`config.mk`:
```
export PLATFORM = sky130hd
export DESIGN_NAME = misw_irq
export DESIGN_NICKNAME = d
export VERILOG_FILES = /design/src/misw_pkg.sv /design/src/misw_irq.sv /design/src/misw_timebase.sv
export SDC_FILE = /design/constraint.sdc
export NUM_CORES = 1
export LEC_CHECK = 0
export BUFFER_PORTS_ARGS = -buffer_cell sky130_fd_sc_hd__buf_4
export CORE_AREA = 5 5 171 107
export CTS_CLUSTER_DIAMETER = 40
export DETAILED_ROUTE_END_ITERATION = 8
export DIE_AREA = 0 0 176 112
export GPL_TIMING_DRIVEN = 0
export SYNTH_ARGS = -nofsm -noshare
export SYNTH_HDL_FRONTEND = slang
export SYNTH_SLANG_ARGS = --single-unit
```
`constraint.sdc`:
```
create_clock -name mclk_i -period 3.1 [get_ports mclk_i]
set_input_delay 0.155 -clock mclk_i [delete_from_list [all_inputs] [get_ports mclk_i]]
set_output_delay 0.155 -clock mclk_i [all_outputs]
set_load 0.01 [all_outputs]
```
`src/misw_pkg.sv`:
```
// Purpose: Shared constants and types for the interrupt source and wake-up block
// Assumes: 8-bit register port, one system clock
// Notes:   Group membership: group 0 touch keys, group 1 timer 0, group 2 timer 1
package misw_pkg;
  localparam int unsigned REG_AW = 4;
  localparam logic [3:0] OFF_TIME_BASE1_CONTROL  = 4'h0;
  localparam logic [3:0] OFF_CTRL  = 4'h1;
  localparam logic [3:0] OFF_FLAGS = 4'h2;
  localparam logic [3:0] OFF_ENAB  = 4'h3;
  localparam logic [3:0] OFF_MFLG  = 4'h4;
  localparam logic [3:0] OFF_MENA  = 4'h5;
  localparam logic [3:0] OFF_THLO  = 4'h6;
  localparam logic [3:0] OFF_THHI  = 4'h7;
  localparam logic [3:0] OFF_TULO  = 4'h8;
  localparam logic [3:0] OFF_TUHI  = 4'h9;
  localparam logic [3:0] OFF_VECT  = 4'hA;
  // Time-base control fields
  localparam int unsigned TB_EN_BIT = 7;
  localparam int unsigned TB_BASE_EXP = 8;
  localparam logic [7:0] TIME_BASE1_CONTROL_RST = 8'h00;
  // Control register fields
  localparam int unsigned CTL_GIE_BIT = 0;
  localparam int unsigned CTL_THS_BIT = 1;
  localparam int unsigned CTL_TBF_BIT = 2;
  // Independent and group flag/enable bit positions
  localparam int unsigned IDX_ADC = 0;
  localparam int unsigned IDX_LVD = 1;
  localparam int unsigned IDX_EEP = 2;
  localparam int unsigned IDX_MF0 = 3;
  localparam int unsigned IDX_MF1 = 4;
  localparam int unsigned IDX_MF2 = 5;
  localparam int unsigned NUM_VEC = 6;
  // Member flag positions
  localparam int unsigned MB_TKOV = 0;
  localparam int unsigned MB_TOUCH_THRESHOLD_EVENT = 1;
  localparam int unsigned MB_T0A  = 2;
  localparam int unsigned MB_T0P  = 3;
  localparam int unsigned MB_T1A  = 4;
  localparam int unsigned MB_T1P  = 5;
  localparam int unsigned NUM_MB  = 6;
  localparam logic [2:0] VEC_NONE = 3'h7;

  typedef struct packed {
    logic       adc_done;
    logic       low_voltage;
    logic       eeprom_done;
    logic       touch_slot_ovf;
    logic       touch_valid;
    logic [15:0] touch_count;
    logic [3:0] tm_match;
  } misw_events_t;

  typedef struct packed {
    logic       take;
    logic       reti;
    logic       stack_full;
  } misw_core_t;
endpackage : misw_pkg

```
`src/misw_irq.sv`:
```
// Purpose: Interrupt flags, enables, vectoring and wake-up for a small controller
// Assumes: event inputs are same-clock pulses or levels; core takes vectors on take
// Notes:   Priority: conversion, low voltage, eeprom, group 0, 1, 2
// Contract
// - Time-base bit 7 enable, bits 2..0 period
// - Time-base bits 6..3 read zero
// - Conversion finish sets conversion flag
// - Independent vector needs flag, enables, stack room
// - Conversion service clears flag and global enable
// - Low-voltage report sets low-voltage flag
// - Low-voltage service clears flag and global enable
// - EEPROM write end sets its flag
// - EEPROM service clears flag and global enable
// - Three groups aggregate touch and timer requests
// - Member flag rising sets group flag
// - Group vector needs global, member, group enables
// - Group service clears group flag and global enable, not member flags
// - Touch slot overflow sets its flag
// - Touch count compared against selected threshold
// - Each timer has A and P flags
// - Any rising flag wakes the device
// - Flags stay set until serviced or cleared
// - Requests recorded while global enable off
// - Return-from-interrupt sets global enable again
`timescale 1ns/1ps
`default_nettype none
module misw_irq #(
  parameter int unsigned TB_CW = 16
) (
  input  wire logic                  mclk_i,
  input  wire logic                  rst_n_i,
  input  wire logic [3:0]            addr_i,
  input  wire logic [7:0]            wdata_i,
  input  wire logic                  wr_i,
  input  wire logic                  rd_i,
  output logic      [7:0]            rdata_o,
  input  wire misw_pkg::misw_events_t ev_i,
  input  wire misw_pkg::misw_core_t  core_i,
  input  wire logic                  prescaler1_clock_i,
  output logic                       irq_req_o,
  output logic      [2:0]            irq_vec_o,
  output logic                       wake_o,
  output logic                       tb1_ovf_o
);
  localparam int unsigned NV = misw_pkg::NUM_VEC;
  localparam int unsigned NM = misw_pkg::NUM_MB;

  logic [7:0]    time_base1_control_r;
  logic          global_irq_enable_r;
  logic          threshold_direction_select_r;
  logic [NV-1:0] flag_r;
  logic [NV-1:0] flag_nxt;
  logic [NV-1:0] enab_r;
  logic [NM-1:0] mflag_r;
  logic [NM-1:0] mflag_nxt;
  logic [NM-1:0] menab_r;
  logic [15:0]   th_lo_r;
  logic [15:0]   th_up_r;
  logic          tb_ovf_w;
  logic          tb1_flag_r;

  // Register decode
  wire w_time_base1_control  = wr_i && (addr_i == misw_pkg::OFF_TIME_BASE1_CONTROL);
  wire w_ctrl  = wr_i && (addr_i == misw_pkg::OFF_CTRL);
  wire w_flags = wr_i && (addr_i == misw_pkg::OFF_FLAGS);
  wire w_enab  = wr_i && (addr_i == misw_pkg::OFF_ENAB);
  wire w_mflg  = wr_i && (addr_i == misw_pkg::OFF_MFLG);
  wire w_mena  = wr_i && (addr_i == misw_pkg::OFF_MENA);
  wire w_thlo  = wr_i && (addr_i == misw_pkg::OFF_THLO);
  wire w_thhi  = wr_i && (addr_i == misw_pkg::OFF_THHI);
  wire w_tulo  = wr_i && (addr_i == misw_pkg::OFF_TULO);
  wire w_tuhi  = wr_i && (addr_i == misw_pkg::OFF_TUHI);

  // Second time base
  wire       tb_en_w  = time_base1_control_r[misw_pkg::TB_EN_BIT];
  wire [2:0] tb_sel_w = time_base1_control_r[2:0];
  misw_timebase #(.CW(TB_CW)) u_tb (
    .mclk_i   (mclk_i),
    .rst_n_i  (rst_n_i),
    .enable_i (tb_en_w),
    .tick_i   (prescaler1_clock_i),
    .period_i (tb_sel_w),
    .ovf_o    (tb_ovf_w)
  );

  // Member events
  wire touch_threshold_event = ev_i.touch_valid &&
    (threshold_direction_select_r ? (ev_i.touch_count > th_up_r)
                                  : (ev_i.touch_count < th_lo_r));
  wire [NM-1:0] mset_w = {ev_i.tm_match[3], ev_i.tm_match[2], ev_i.tm_match[1],
                          ev_i.tm_match[0], touch_threshold_event,
                          ev_i.touch_slot_ovf};
  wire [NM-1:0] mrise_w = mset_w & ~mflag_r;

  // Group aggregation: a member flag going high sets its group flag
  wire [2:0] grp_set_w = {|mrise_w[5:4], |mrise_w[3:2], |mrise_w[1:0]};

  wire [NV-1:0] set_w = {grp_set_w, ev_i.eeprom_done, ev_i.low_voltage,
                         ev_i.adc_done};

  // Group qualification needs a member both flagged and enabled
  wire [2:0] mqual_w = {|(mflag_r[5:4] & menab_r[5:4]), |(mflag_r[3:2] & menab_r[3:2]),
                        |(mflag_r[1:0] & menab_r[1:0])};
  wire [NV-1:0] qual_w = {mqual_w, 3'b111};
  wire [NV-1:0] pend_w = flag_r & enab_r & qual_w;
  wire          can_w  = global_irq_enable_r && !core_i.stack_full;

  function automatic logic [2:0] pick(input logic [NV-1:0] p);
    logic [2:0] v;
    v = misw_pkg::VEC_NONE;
    for (int i = NV - 1; i >= 0; i--) begin
      if (p[i]) begin
        v = 3'(i);
      end
    end
    return v;
  endfunction : pick

  wire [2:0]    vec_w  = pick(pend_w);
  wire          req_w  = can_w && (|pend_w);
  wire          serv_w = core_i.take && irq_req_o;
  wire [NV-1:0] svc_w  = serv_w ? NV'(1 << irq_vec_o) : '0;

  // Set beats clear; flags held until service or software clear
  assign flag_nxt  = ((w_flags ? wdata_i[NV-1:0] : flag_r) & ~svc_w) | set_w;
  assign mflag_nxt = (w_mflg ? wdata_i[NM-1:0] : mflag_r) | mset_w;

  // Wake on any flag rising, enables ignored
  wire wake_w = (|(set_w & ~flag_r)) || (|mrise_w) || (tb_ovf_w && !tb1_flag_r);

  wire gie_nxt = core_i.reti ? 1'b1 : (serv_w ? 1'b0 :
                 (w_ctrl ? wdata_i[misw_pkg::CTL_GIE_BIT] : global_irq_enable_r));

  always_ff @(posedge mclk_i or negedge rst_n_i) begin
    if (!rst_n_i) begin
      time_base1_control_r                       <= misw_pkg::TIME_BASE1_CONTROL_RST;
      global_irq_enable_r          <= 1'b0;
      threshold_direction_select_r <= 1'b0;
      flag_r                       <= '0;
      enab_r                       <= '0;
      mflag_r                      <= '0;
      menab_r                      <= '0;
      th_lo_r                      <= 16'h0000;
      th_up_r                      <= 16'hFFFF;
      tb1_flag_r                   <= 1'b0;
    end else begin
      if (w_time_base1_control) begin
        time_base1_control_r <= {wdata_i[7], 4'h0, wdata_i[2:0]};
      end
      if (w_ctrl) begin
        threshold_direction_select_r <= wdata_i[misw_pkg::CTL_THS_BIT];
      end
      global_irq_enable_r <= gie_nxt;
      flag_r              <= flag_nxt;
      mflag_r             <= mflag_nxt;
      if (w_enab) begin
        enab_r <= wdata_i[NV-1:0];
      end
      if (w_mena) begin
        menab_r <= wdata_i[NM-1:0];
      end
      if (w_thlo) begin
        th_lo_r[7:0] <= wdata_i;
      end
      if (w_thhi) begin
        th_lo_r[15:8] <= wdata_i;
      end
      if (w_tulo) begin
        th_up_r[7:0] <= wdata_i;
      end
      if (w_tuhi) begin
        th_up_r[15:8] <= wdata_i;
      end
      if (tb_ovf_w) begin
        tb1_flag_r <= 1'b1;
      end else if (w_ctrl && wdata_i[misw_pkg::CTL_TBF_BIT]) begin
        tb1_flag_r <= 1'b0;
      end
    end
  end

  // Read mux
  logic [7:0] rd_w;
  always_comb begin
    case (addr_i)
      misw_pkg::OFF_TIME_BASE1_CONTROL:  rd_w = time_base1_control_r;
      misw_pkg::OFF_CTRL:  rd_w = {5'h00, tb1_flag_r, threshold_direction_select_r, global_irq_enable_r};
      misw_pkg::OFF_FLAGS: rd_w = {2'b00, flag_r};
      misw_pkg::OFF_ENAB:  rd_w = {2'b00, enab_r};
      misw_pkg::OFF_MFLG:  rd_w = {2'b00, mflag_r};
      misw_pkg::OFF_MENA:  rd_w = {2'b00, menab_r};
      misw_pkg::OFF_THLO:  rd_w = th_lo_r[7:0];
      misw_pkg::OFF_THHI:  rd_w = th_lo_r[15:8];
      misw_pkg::OFF_TULO:  rd_w = th_up_r[7:0];
      misw_pkg::OFF_TUHI:  rd_w = th_up_r[15:8];
      misw_pkg::OFF_VECT:  rd_w = {4'h0, irq_req_o, irq_vec_o};
      default:             rd_w = 8'h00;
    endcase
  end

  always_ff @(posedge mclk_i or negedge rst_n_i) begin
    if (!rst_n_i) begin
      rdata_o     <= 8'h00;
      irq_req_o   <= 1'b0;
      irq_vec_o   <= misw_pkg::VEC_NONE;
      wake_o      <= 1'b0;
      tb1_ovf_o   <= 1'b0;
    end else begin
      rdata_o     <= rd_i ? rd_w : 8'h00;
      // Drop request right after a take so one vector per service
      irq_req_o   <= req_w && !serv_w && !core_i.reti;
      irq_vec_o   <= vec_w;
      wake_o      <= wake_w;
      tb1_ovf_o   <= tb_ovf_w;
    end
  end

  // Checks
  svc_clears_gie_a: assert property (@(posedge mclk_i) disable iff (!rst_n_i)
    serv_w && !core_i.reti |=> !global_irq_enable_r)
    else $error("service left global enable");

  reti_sets_gie_a: assert property (@(posedge mclk_i) disable iff (!rst_n_i)
    core_i.reti |=> global_irq_enable_r)
    else $error("return did not enable");

  adc_sets_flag_a: assert property (@(posedge mclk_i) disable iff (!rst_n_i)
    ev_i.adc_done |=> flag_r[misw_pkg::IDX_ADC])
    else $error("conversion flag not set");

  lvd_sets_flag_a: assert property (@(posedge mclk_i) disable iff (!rst_n_i)
    ev_i.low_voltage |=> flag_r[misw_pkg::IDX_LVD])
    else $error("low voltage flag not set");

  eep_sets_flag_a: assert property (@(posedge mclk_i) disable iff (!rst_n_i)
    ev_i.eeprom_done |=> flag_r[misw_pkg::IDX_EEP])
    else $error("eeprom flag not set");

  req_needs_gie_a: assert property (@(posedge mclk_i) disable iff (!rst_n_i)
    irq_req_o |-> $past(global_irq_enable_r) && !$past(core_i.stack_full))
    else $error("request without gate");

  member_kept_a: assert property (@(posedge mclk_i) disable iff (!rst_n_i)
    serv_w && !w_mflg |=> mflag_r == ($past(mflag_r) | $past(mset_w)))
    else $error("member flag lost");

  wake_on_rise_a: assert property (@(posedge mclk_i) disable iff (!rst_n_i)
    ev_i.adc_done && !flag_r[misw_pkg::IDX_ADC] |=> wake_o)
    else $error("no wake on rise");

  tb_zero_bits_a: assert property (@(posedge mclk_i) disable iff (!rst_n_i)
    time_base1_control_r[6:3] == 4'h0)
    else $error("time base reserved bits set");

  flag_held_a: assert property (@(posedge mclk_i) disable iff (!rst_n_i)
    flag_r[0] && !svc_w[0] && !w_flags |=> flag_r[0])
    else $error("flag dropped");

  adc_svc_clr_a: assert property (@(posedge mclk_i) disable iff (!rst_n_i)
    serv_w && irq_vec_o == 3'(misw_pkg::IDX_ADC) && !ev_i.adc_done |=> !flag_r[misw_pkg::IDX_ADC])
    else $error("conversion flag kept after service");

  lvd_svc_clr_a: assert property (@(posedge mclk_i) disable iff (!rst_n_i)
    serv_w && irq_vec_o == 3'(misw_pkg::IDX_LVD) && !ev_i.low_voltage |=> !flag_r[misw_pkg::IDX_LVD])
    else $error("low voltage flag kept after service");

  eep_svc_clr_a: assert property (@(posedge mclk_i) disable iff (!rst_n_i)
    serv_w && irq_vec_o == 3'(misw_pkg::IDX_EEP) && !ev_i.eeprom_done |=> !flag_r[misw_pkg::IDX_EEP])
    else $error("eeprom flag kept after service");

  grp0_svc_clr_a: assert property (@(posedge mclk_i) disable iff (!rst_n_i)
    serv_w && irq_vec_o == 3'(misw_pkg::IDX_MF0) && !grp_set_w[0] |=> !flag_r[misw_pkg::IDX_MF0])
    else $error("group 0 flag kept after service");

  grp1_svc_clr_a: assert property (@(posedge mclk_i) disable iff (!rst_n_i)
    serv_w && irq_vec_o == 3'(misw_pkg::IDX_MF1) && !grp_set_w[1] |=> !flag_r[misw_pkg::IDX_MF1])
    else $error("group 1 flag kept after service");

  grp2_svc_clr_a: assert property (@(posedge mclk_i) disable iff (!rst_n_i)
    serv_w && irq_vec_o == 3'(misw_pkg::IDX_MF2) && !grp_set_w[2] |=> !flag_r[misw_pkg::IDX_MF2])
    else $error("group 2 flag kept after service");

  grp0_set_a: assert property (@(posedge mclk_i) disable iff (!rst_n_i)
    |mrise_w[1:0] |=> flag_r[misw_pkg::IDX_MF0])
    else $error("group 0 flag not set");

  grp1_set_a: assert property (@(posedge mclk_i) disable iff (!rst_n_i)
    |mrise_w[3:2] |=> flag_r[misw_pkg::IDX_MF1])
    else $error("group 1 flag not set");

  grp2_set_a: assert property (@(posedge mclk_i) disable iff (!rst_n_i)
    |mrise_w[5:4] |=> flag_r[misw_pkg::IDX_MF2])
    else $error("group 2 flag not set");

  tkov_member_a: assert property (@(posedge mclk_i) disable iff (!rst_n_i)
    ev_i.touch_slot_ovf |=> mflag_r[misw_pkg::MB_TKOV])
    else $error("slot overflow flag not set");

  th_low_member_a: assert property (@(posedge mclk_i) disable iff (!rst_n_i)
    ev_i.touch_valid && !threshold_direction_select_r && (ev_i.touch_count < th_lo_r)
    |=> mflag_r[misw_pkg::MB_TOUCH_THRESHOLD_EVENT])
    else $error("low threshold flag not set");

  th_up_member_a: assert property (@(posedge mclk_i) disable iff (!rst_n_i)
    ev_i.touch_valid && threshold_direction_select_r && (ev_i.touch_count > th_up_r)
    |=> mflag_r[misw_pkg::MB_TOUCH_THRESHOLD_EVENT])
    else $error("upper threshold flag not set");

  t0a_member_a: assert property (@(posedge mclk_i) disable iff (!rst_n_i)
    ev_i.tm_match[0] |=> mflag_r[misw_pkg::MB_T0A])
    else $error("timer 0 A flag not set");

  t0p_member_a: assert property (@(posedge mclk_i) disable iff (!rst_n_i)
    ev_i.tm_match[1] |=> mflag_r[misw_pkg::MB_T0P])
    else $error("timer 0 P flag not set");

  t1a_member_a: assert property (@(posedge mclk_i) disable iff (!rst_n_i)
    ev_i.tm_match[2] |=> mflag_r[misw_pkg::MB_T1A])
    else $error("timer 1 A flag not set");

  t1p_member_a: assert property (@(posedge mclk_i) disable iff (!rst_n_i)
    ev_i.tm_match[3] |=> mflag_r[misw_pkg::MB_T1P])
    else $error("timer 1 P flag not set");

  one_vector_a: assert property (@(posedge mclk_i) disable iff (!rst_n_i)
    serv_w |=> !irq_req_o)
    else $error("request held after take");

  vec_priority_a: assert property (@(posedge mclk_i) disable iff (!rst_n_i)
    irq_req_o && irq_vec_o != 3'h0 |-> !$past(pend_w[0]))
    else $error("lower vector beat conversion");

  req_when_gated_a: assert property (@(posedge mclk_i) disable iff (!rst_n_i)
    can_w && (|pend_w) && !serv_w && !core_i.reti |=> irq_req_o)
    else $error("gated request not raised");

  no_take_off_a: assert property (@(posedge mclk_i) disable iff (!rst_n_i)
    !global_irq_enable_r |=> !irq_req_o)
    else $error("request while global enable off");

  member_held_a: assert property (@(posedge mclk_i) disable iff (!rst_n_i)
    mflag_r[misw_pkg::MB_TKOV] && !w_mflg |=> mflag_r[misw_pkg::MB_TKOV])
    else $error("member flag dropped");

  tb_off_quiet_a: assert property (@(posedge mclk_i) disable iff (!rst_n_i)
    !tb_en_w |=> !tb_ovf_w)
    else $error("time base ran while off");
endmodule : misw_irq
`default_nettype wire

```
`src/misw_timebase.sv`:
```
// Purpose: Second time-base divider on the prescaler-1 clock
// Assumes: prescaler clock arrives as a one-cycle enable from the same domain
// Notes:   Period is 2^(8+code) prescaler ticks
`timescale 1ns/1ps
`default_nettype none
module misw_timebase #(
  parameter int unsigned CW = 16
) (
  input  wire logic       mclk_i,
  input  wire logic       rst_n_i,
  input  wire logic       enable_i,
  input  wire logic       tick_i,
  input  wire logic [2:0] period_i,
  output logic            ovf_o
);
  logic [CW-1:0] cnt_r;
  logic [CW-1:0] cnt_nxt;
  logic [4:0]    exp_w;
  logic          hit_w;

  assign exp_w   = 5'(misw_pkg::TB_BASE_EXP) + {2'b00, period_i};
  assign hit_w   = (cnt_r == CW'((32'h0000_0001 << exp_w) - 32'h0000_0001));
  assign cnt_nxt = (!enable_i) ? '0 : (tick_i ? (hit_w ? '0 : cnt_r + 1'b1) : cnt_r);

  always_ff @(posedge mclk_i or negedge rst_n_i) begin
    if (!rst_n_i) begin
      cnt_r <= '0;
      ovf_o <= 1'b0;
    end else begin
      cnt_r <= cnt_nxt;
      ovf_o <= enable_i & tick_i & hit_w;
    end
  end
endmodule : misw_timebase
`default_nettype wire
```
==> impl_metrics.env <==
export IMPL_finalCriticalPeriod_ns=2.60
export IMPL_drive_gt1_frac=0.185
export IMPL_wirelength_mm=17.3
export IMPL_hold_class="primary input to register"
export IMPL_finish_utilization=0.398
export IMPL_antenna_cells=0
export IMPL_worstSetupPathType="register to register"
export IMPL_dpl_worst_slack_ns=0.517
export IMPL_setup_ws_ns=0.502
export IMPL_r2r_start="time_base1_control_r[2]$_DFFE_PN0P_"
export IMPL_end_kind="register"
export IMPL_overflow=0
export IMPL_cts_tree="done"
export IMPL_coreArea_sq_um=16700
export IMPL_critPathLaunchType="register"
export IMPL_maxCapViolCount=0
export IMPL_cp_arrival_ns=2.82
export IMPL_worst_pin_slew_ns=1.22
export IMPL_slew_headroom=0.190
export IMPL_slowest_stage="dfrtp_1"
export IMPL_core_rowCount=37
export IMPL_yosys_register_bits=94
export IMPL_die_y_um=112
export IMPL_post_dp_hpwl_mm=13.7
export IMPL_synth_flop_cell="dfrtp_1"
export IMPL_hp_start="ev_i[3]"
export IMPL_synth_cells=616
export IMPL_skew_ns=0.00930
export IMPL_finalWeightedCongestion=0.950
export IMPL_nNetsFinal=761
export IMPL_cts_resized=0
export IMPL_grt_max_degree=95
export IMPL_initial_core_util=0.339
export IMPL_slowest_delay_ns=0.39
export IMPL_critical_path_buf_inv_count=2
export IMPL_post_cts_buffers=0
export IMPL_cts_buffers=9
export IMPL_dr_pass1_iters=5
export IMPL_ant_nets=0
export IMPL_synth_distinct_cells=73
export IMPL_clock_latency_ns=0.34
export IMPL_antenna_found_initial=0
export IMPL_period_share=0.838
export IMPL_crit_family="compound AO/OA/AOI/OAI gates"
export IMPL_synth_avg_cell_area_sq_um=9.18
export IMPL_postLayoutCellArea_sq_um=6630
export IMPL_hold_viol=0
export IMPL_clock_path_buffers=2
export IMPL_die_w_um=176
export IMPL_root_buffer="clkbuf_16"
export IMPL_syn_num_nets=694
export IMPL_slew_viol_final=0
export IMPL_ioPinCount=59
export IMPL_clock_fmax_mhz=385
export IMPL_fp_dieArea_sq_um=19700
export IMPL_setup_violations=0
export IMPL_grt_pass1_vias=4743
export IMPL_rrSetupSlack_ns=0.50
export IMPL_cts_clk_slew_worst_paths_ns=0.07
export IMPL_status="complete, no violations"
export IMPL_async_reset_ff_frac=1.00
export IMPL_grt_pass1_wl_mm=27.1
export IMPL_vias_per_cell=5.43
export IMPL_netlist_top_cells_area="dfrtp_1 (33%), dfstp_2 (8.8%), ha_1 (7.3%), nand2_1 (5.8%), o21ai_0 (3.7%)"
export IMPL_port_buffers=55
export IMPL_gr_usage_all_layers=0.176
export IMPL_num_vias=4896
export IMPL_drt_drc_violations_left=0
export IMPL_crit_path_cell_trace="buf_6 > or3_4 > ha_1 > buf_2 > xnor2_1 > mux2i_1 > o2111a_2 > o211ai_4 > o21ai_4 > nor2_1"
export IMPL_power_density_nw_per_um2=574
export IMPL_cts_hold_buf=1
export IMPL_finalSetupTns_ns=0
export IMPL_p_leak_nw=2.96
export IMPL_wl_per_cell_um=19.2
export IMPL_ys_seq_area_frac=0.420
export IMPL_yosysTopAreaCell="dfrtp_1"
export IMPL_drt_initial_drc_count=464
export IMPL_crit_fanout=10
export IMPL_place_area_sq_um=6340
export IMPL_ir_worst_vdd_mv=0.231
export IMPL_synthToLayoutAreaGrowth_pct=17.2
export IMPL_synth_top_area_frac=0.332
export IMPL_yosysWarnings=0
export IMPL_fillers=1723
export IMPL_rsz0062_at_grt="false"
export IMPL_crit_path_start="time_base1_control_r[2]$_DFFE_PN0P_"
export IMPL_cp_required_ns=3.32
export IMPL_h_tree_depth=3
export IMPL_synthesis_area_sq_um=5660
export IMPL_synth_edf_count=0
export IMPL_cts_sinks=94
cells by family after synthesis:
family          count (synthesis)  share of synthesized area
buf+inv                        76                     0.0555
simple gates                  227                      0.195
fa+ha+maj                      33                     0.0730
mux                            34                     0.0672
flops                          94                      0.420
compound gates                139                      0.169
xor+xnor                       13                     0.0201
power by group:
part           switching [W]  internal, W  total, W
logic               0.000582     0.000466   0.00105
clock network       0.000488     0.000574   0.00106
registers           0.000217      0.00148   0.00170
total                0.00129      0.00252   0.00381
worst reg2reg max path, cell delays in order, from the launching register on:
cell and delay (ns):
dfrtp_1 0.39, buf_6 0.14, or3_4 0.39, ha_1 0.19, buf_2 0.18, xnor2_1 0.21, mux2i_1 0.25, o2111a_2 0.26
o211ai_4 0.11, o21ai_4 0.26, nor2_1 0.09
cell usage after synthesis (2+ instances only):
cell type  count
buf_6          2
a32oi_1        4
nor3b_1        3
a22oi_1        7
a21o_1         4
a21oi_1       23
o21ai_1        7
nor2_1        45
buf_2          8
and4_1         3
nor2b_1       11
mux2_2        15
and3_1         5
nor4_1         2
nand3_1       27
nor3_1         7
o21ai_0       42
nand4_1        8
xor2_1        10
a22o_1         7
o22ai_1        4
or3_1          3
and2_1         2
nand3b_1       7
a31oi_1        6
o221ai_1       2
o21bai_1       2
nand2_1       87
mux2_1         7
clkbuf_1      19
ha_1          33
a2111oi_0      2
xnor2_1        3
a211oi_1       2
mux2i_1       11
dfrtp_1       75
inv_1         46
a222oi_1       2
a221oi_1       5
dfstp_2       19
nand2b_1       7
routing by layer:
layer  track usage  up-vias  part of all wire
met5             0        -                 0
met4        0.0343        0             0.011
met3        0.0604       16             0.095
met2         0.235      181              0.40
met1         0.273     2381              0.50
li1              -     2318                 -
area by class of cell:
class,instances,area (sq um),area share
inverter,46,173,0.0260
sequential,94,2380,0.358
tap,214,268,0.0404
clock inverter,5,41.3,0.00623
multi-input combinational,446,2970,0.447
clock buffer,11,243,0.0366
timing repair buffer,56,423,0.0638
buffer,30,141,0.0213
registers in the layout (all words and copies together) (netlist names), 3 cells and up:
signal                flops
enab_r                    6
flag_r                    6
irq_vec_o                 3
menab_r                   6
mflag_r                   6
rdata_o                   8
th_lo_r                  16
th_up_r                  16
time_base1_control_r      4
u_tb.cnt_r               16
per-stage QoR:
step           power (W)  cells  hold WS, ns
6_report         0.00381    902       0.0142
5_1_grt          0.00403    902       0.0124
4_1_cts          0.00382    902      0.00512
3_5_place_dp     0.00275    885        0.353
3_3_place_gp     0.00270    885        0.347
2_1_floorplan    0.00232    616       -0.141
cells in the final DEF, fill, tap and decap left out, types with 8 or more instances in the layout:
cell and n:
ha_1 33, nor2_1 45, mux2i_1 11, nor2b_1 11, nand2_1 87, mux2_2 15
nand4_1 8, clkbuf_1 20, nand3_1 27, clkbuf_16 9, buf_2 8, a21oi_1 23
buf_4 56, dfstp_2 19, dfrtp_1 75, o21ai_0 42, xor2_1 10, inv_1 46
path summary, 6_finish.rpt:
path / end / depth (start not counted)
worst max-delay path: u_tb.cnt_r[15]$_DFFE_PN0P_ / 10
worst min-delay path: mflag_r[5]$_DFF_PN0_ / 2
worst max register to register: u_tb.cnt_r[15]$_DFFE_PN0P_ / 10
worst min register to register: tb1_ovf_o$_DFF_PN0_ / 0
max in group asynchronous: th_lo_r[13]$_DFFE_PN0P_ / 1
min in group asynchronous: u_tb.cnt_r[4]$_DFFE_PN0P_ / 1
Note: power is estimated with default switching activity, not from simulation.
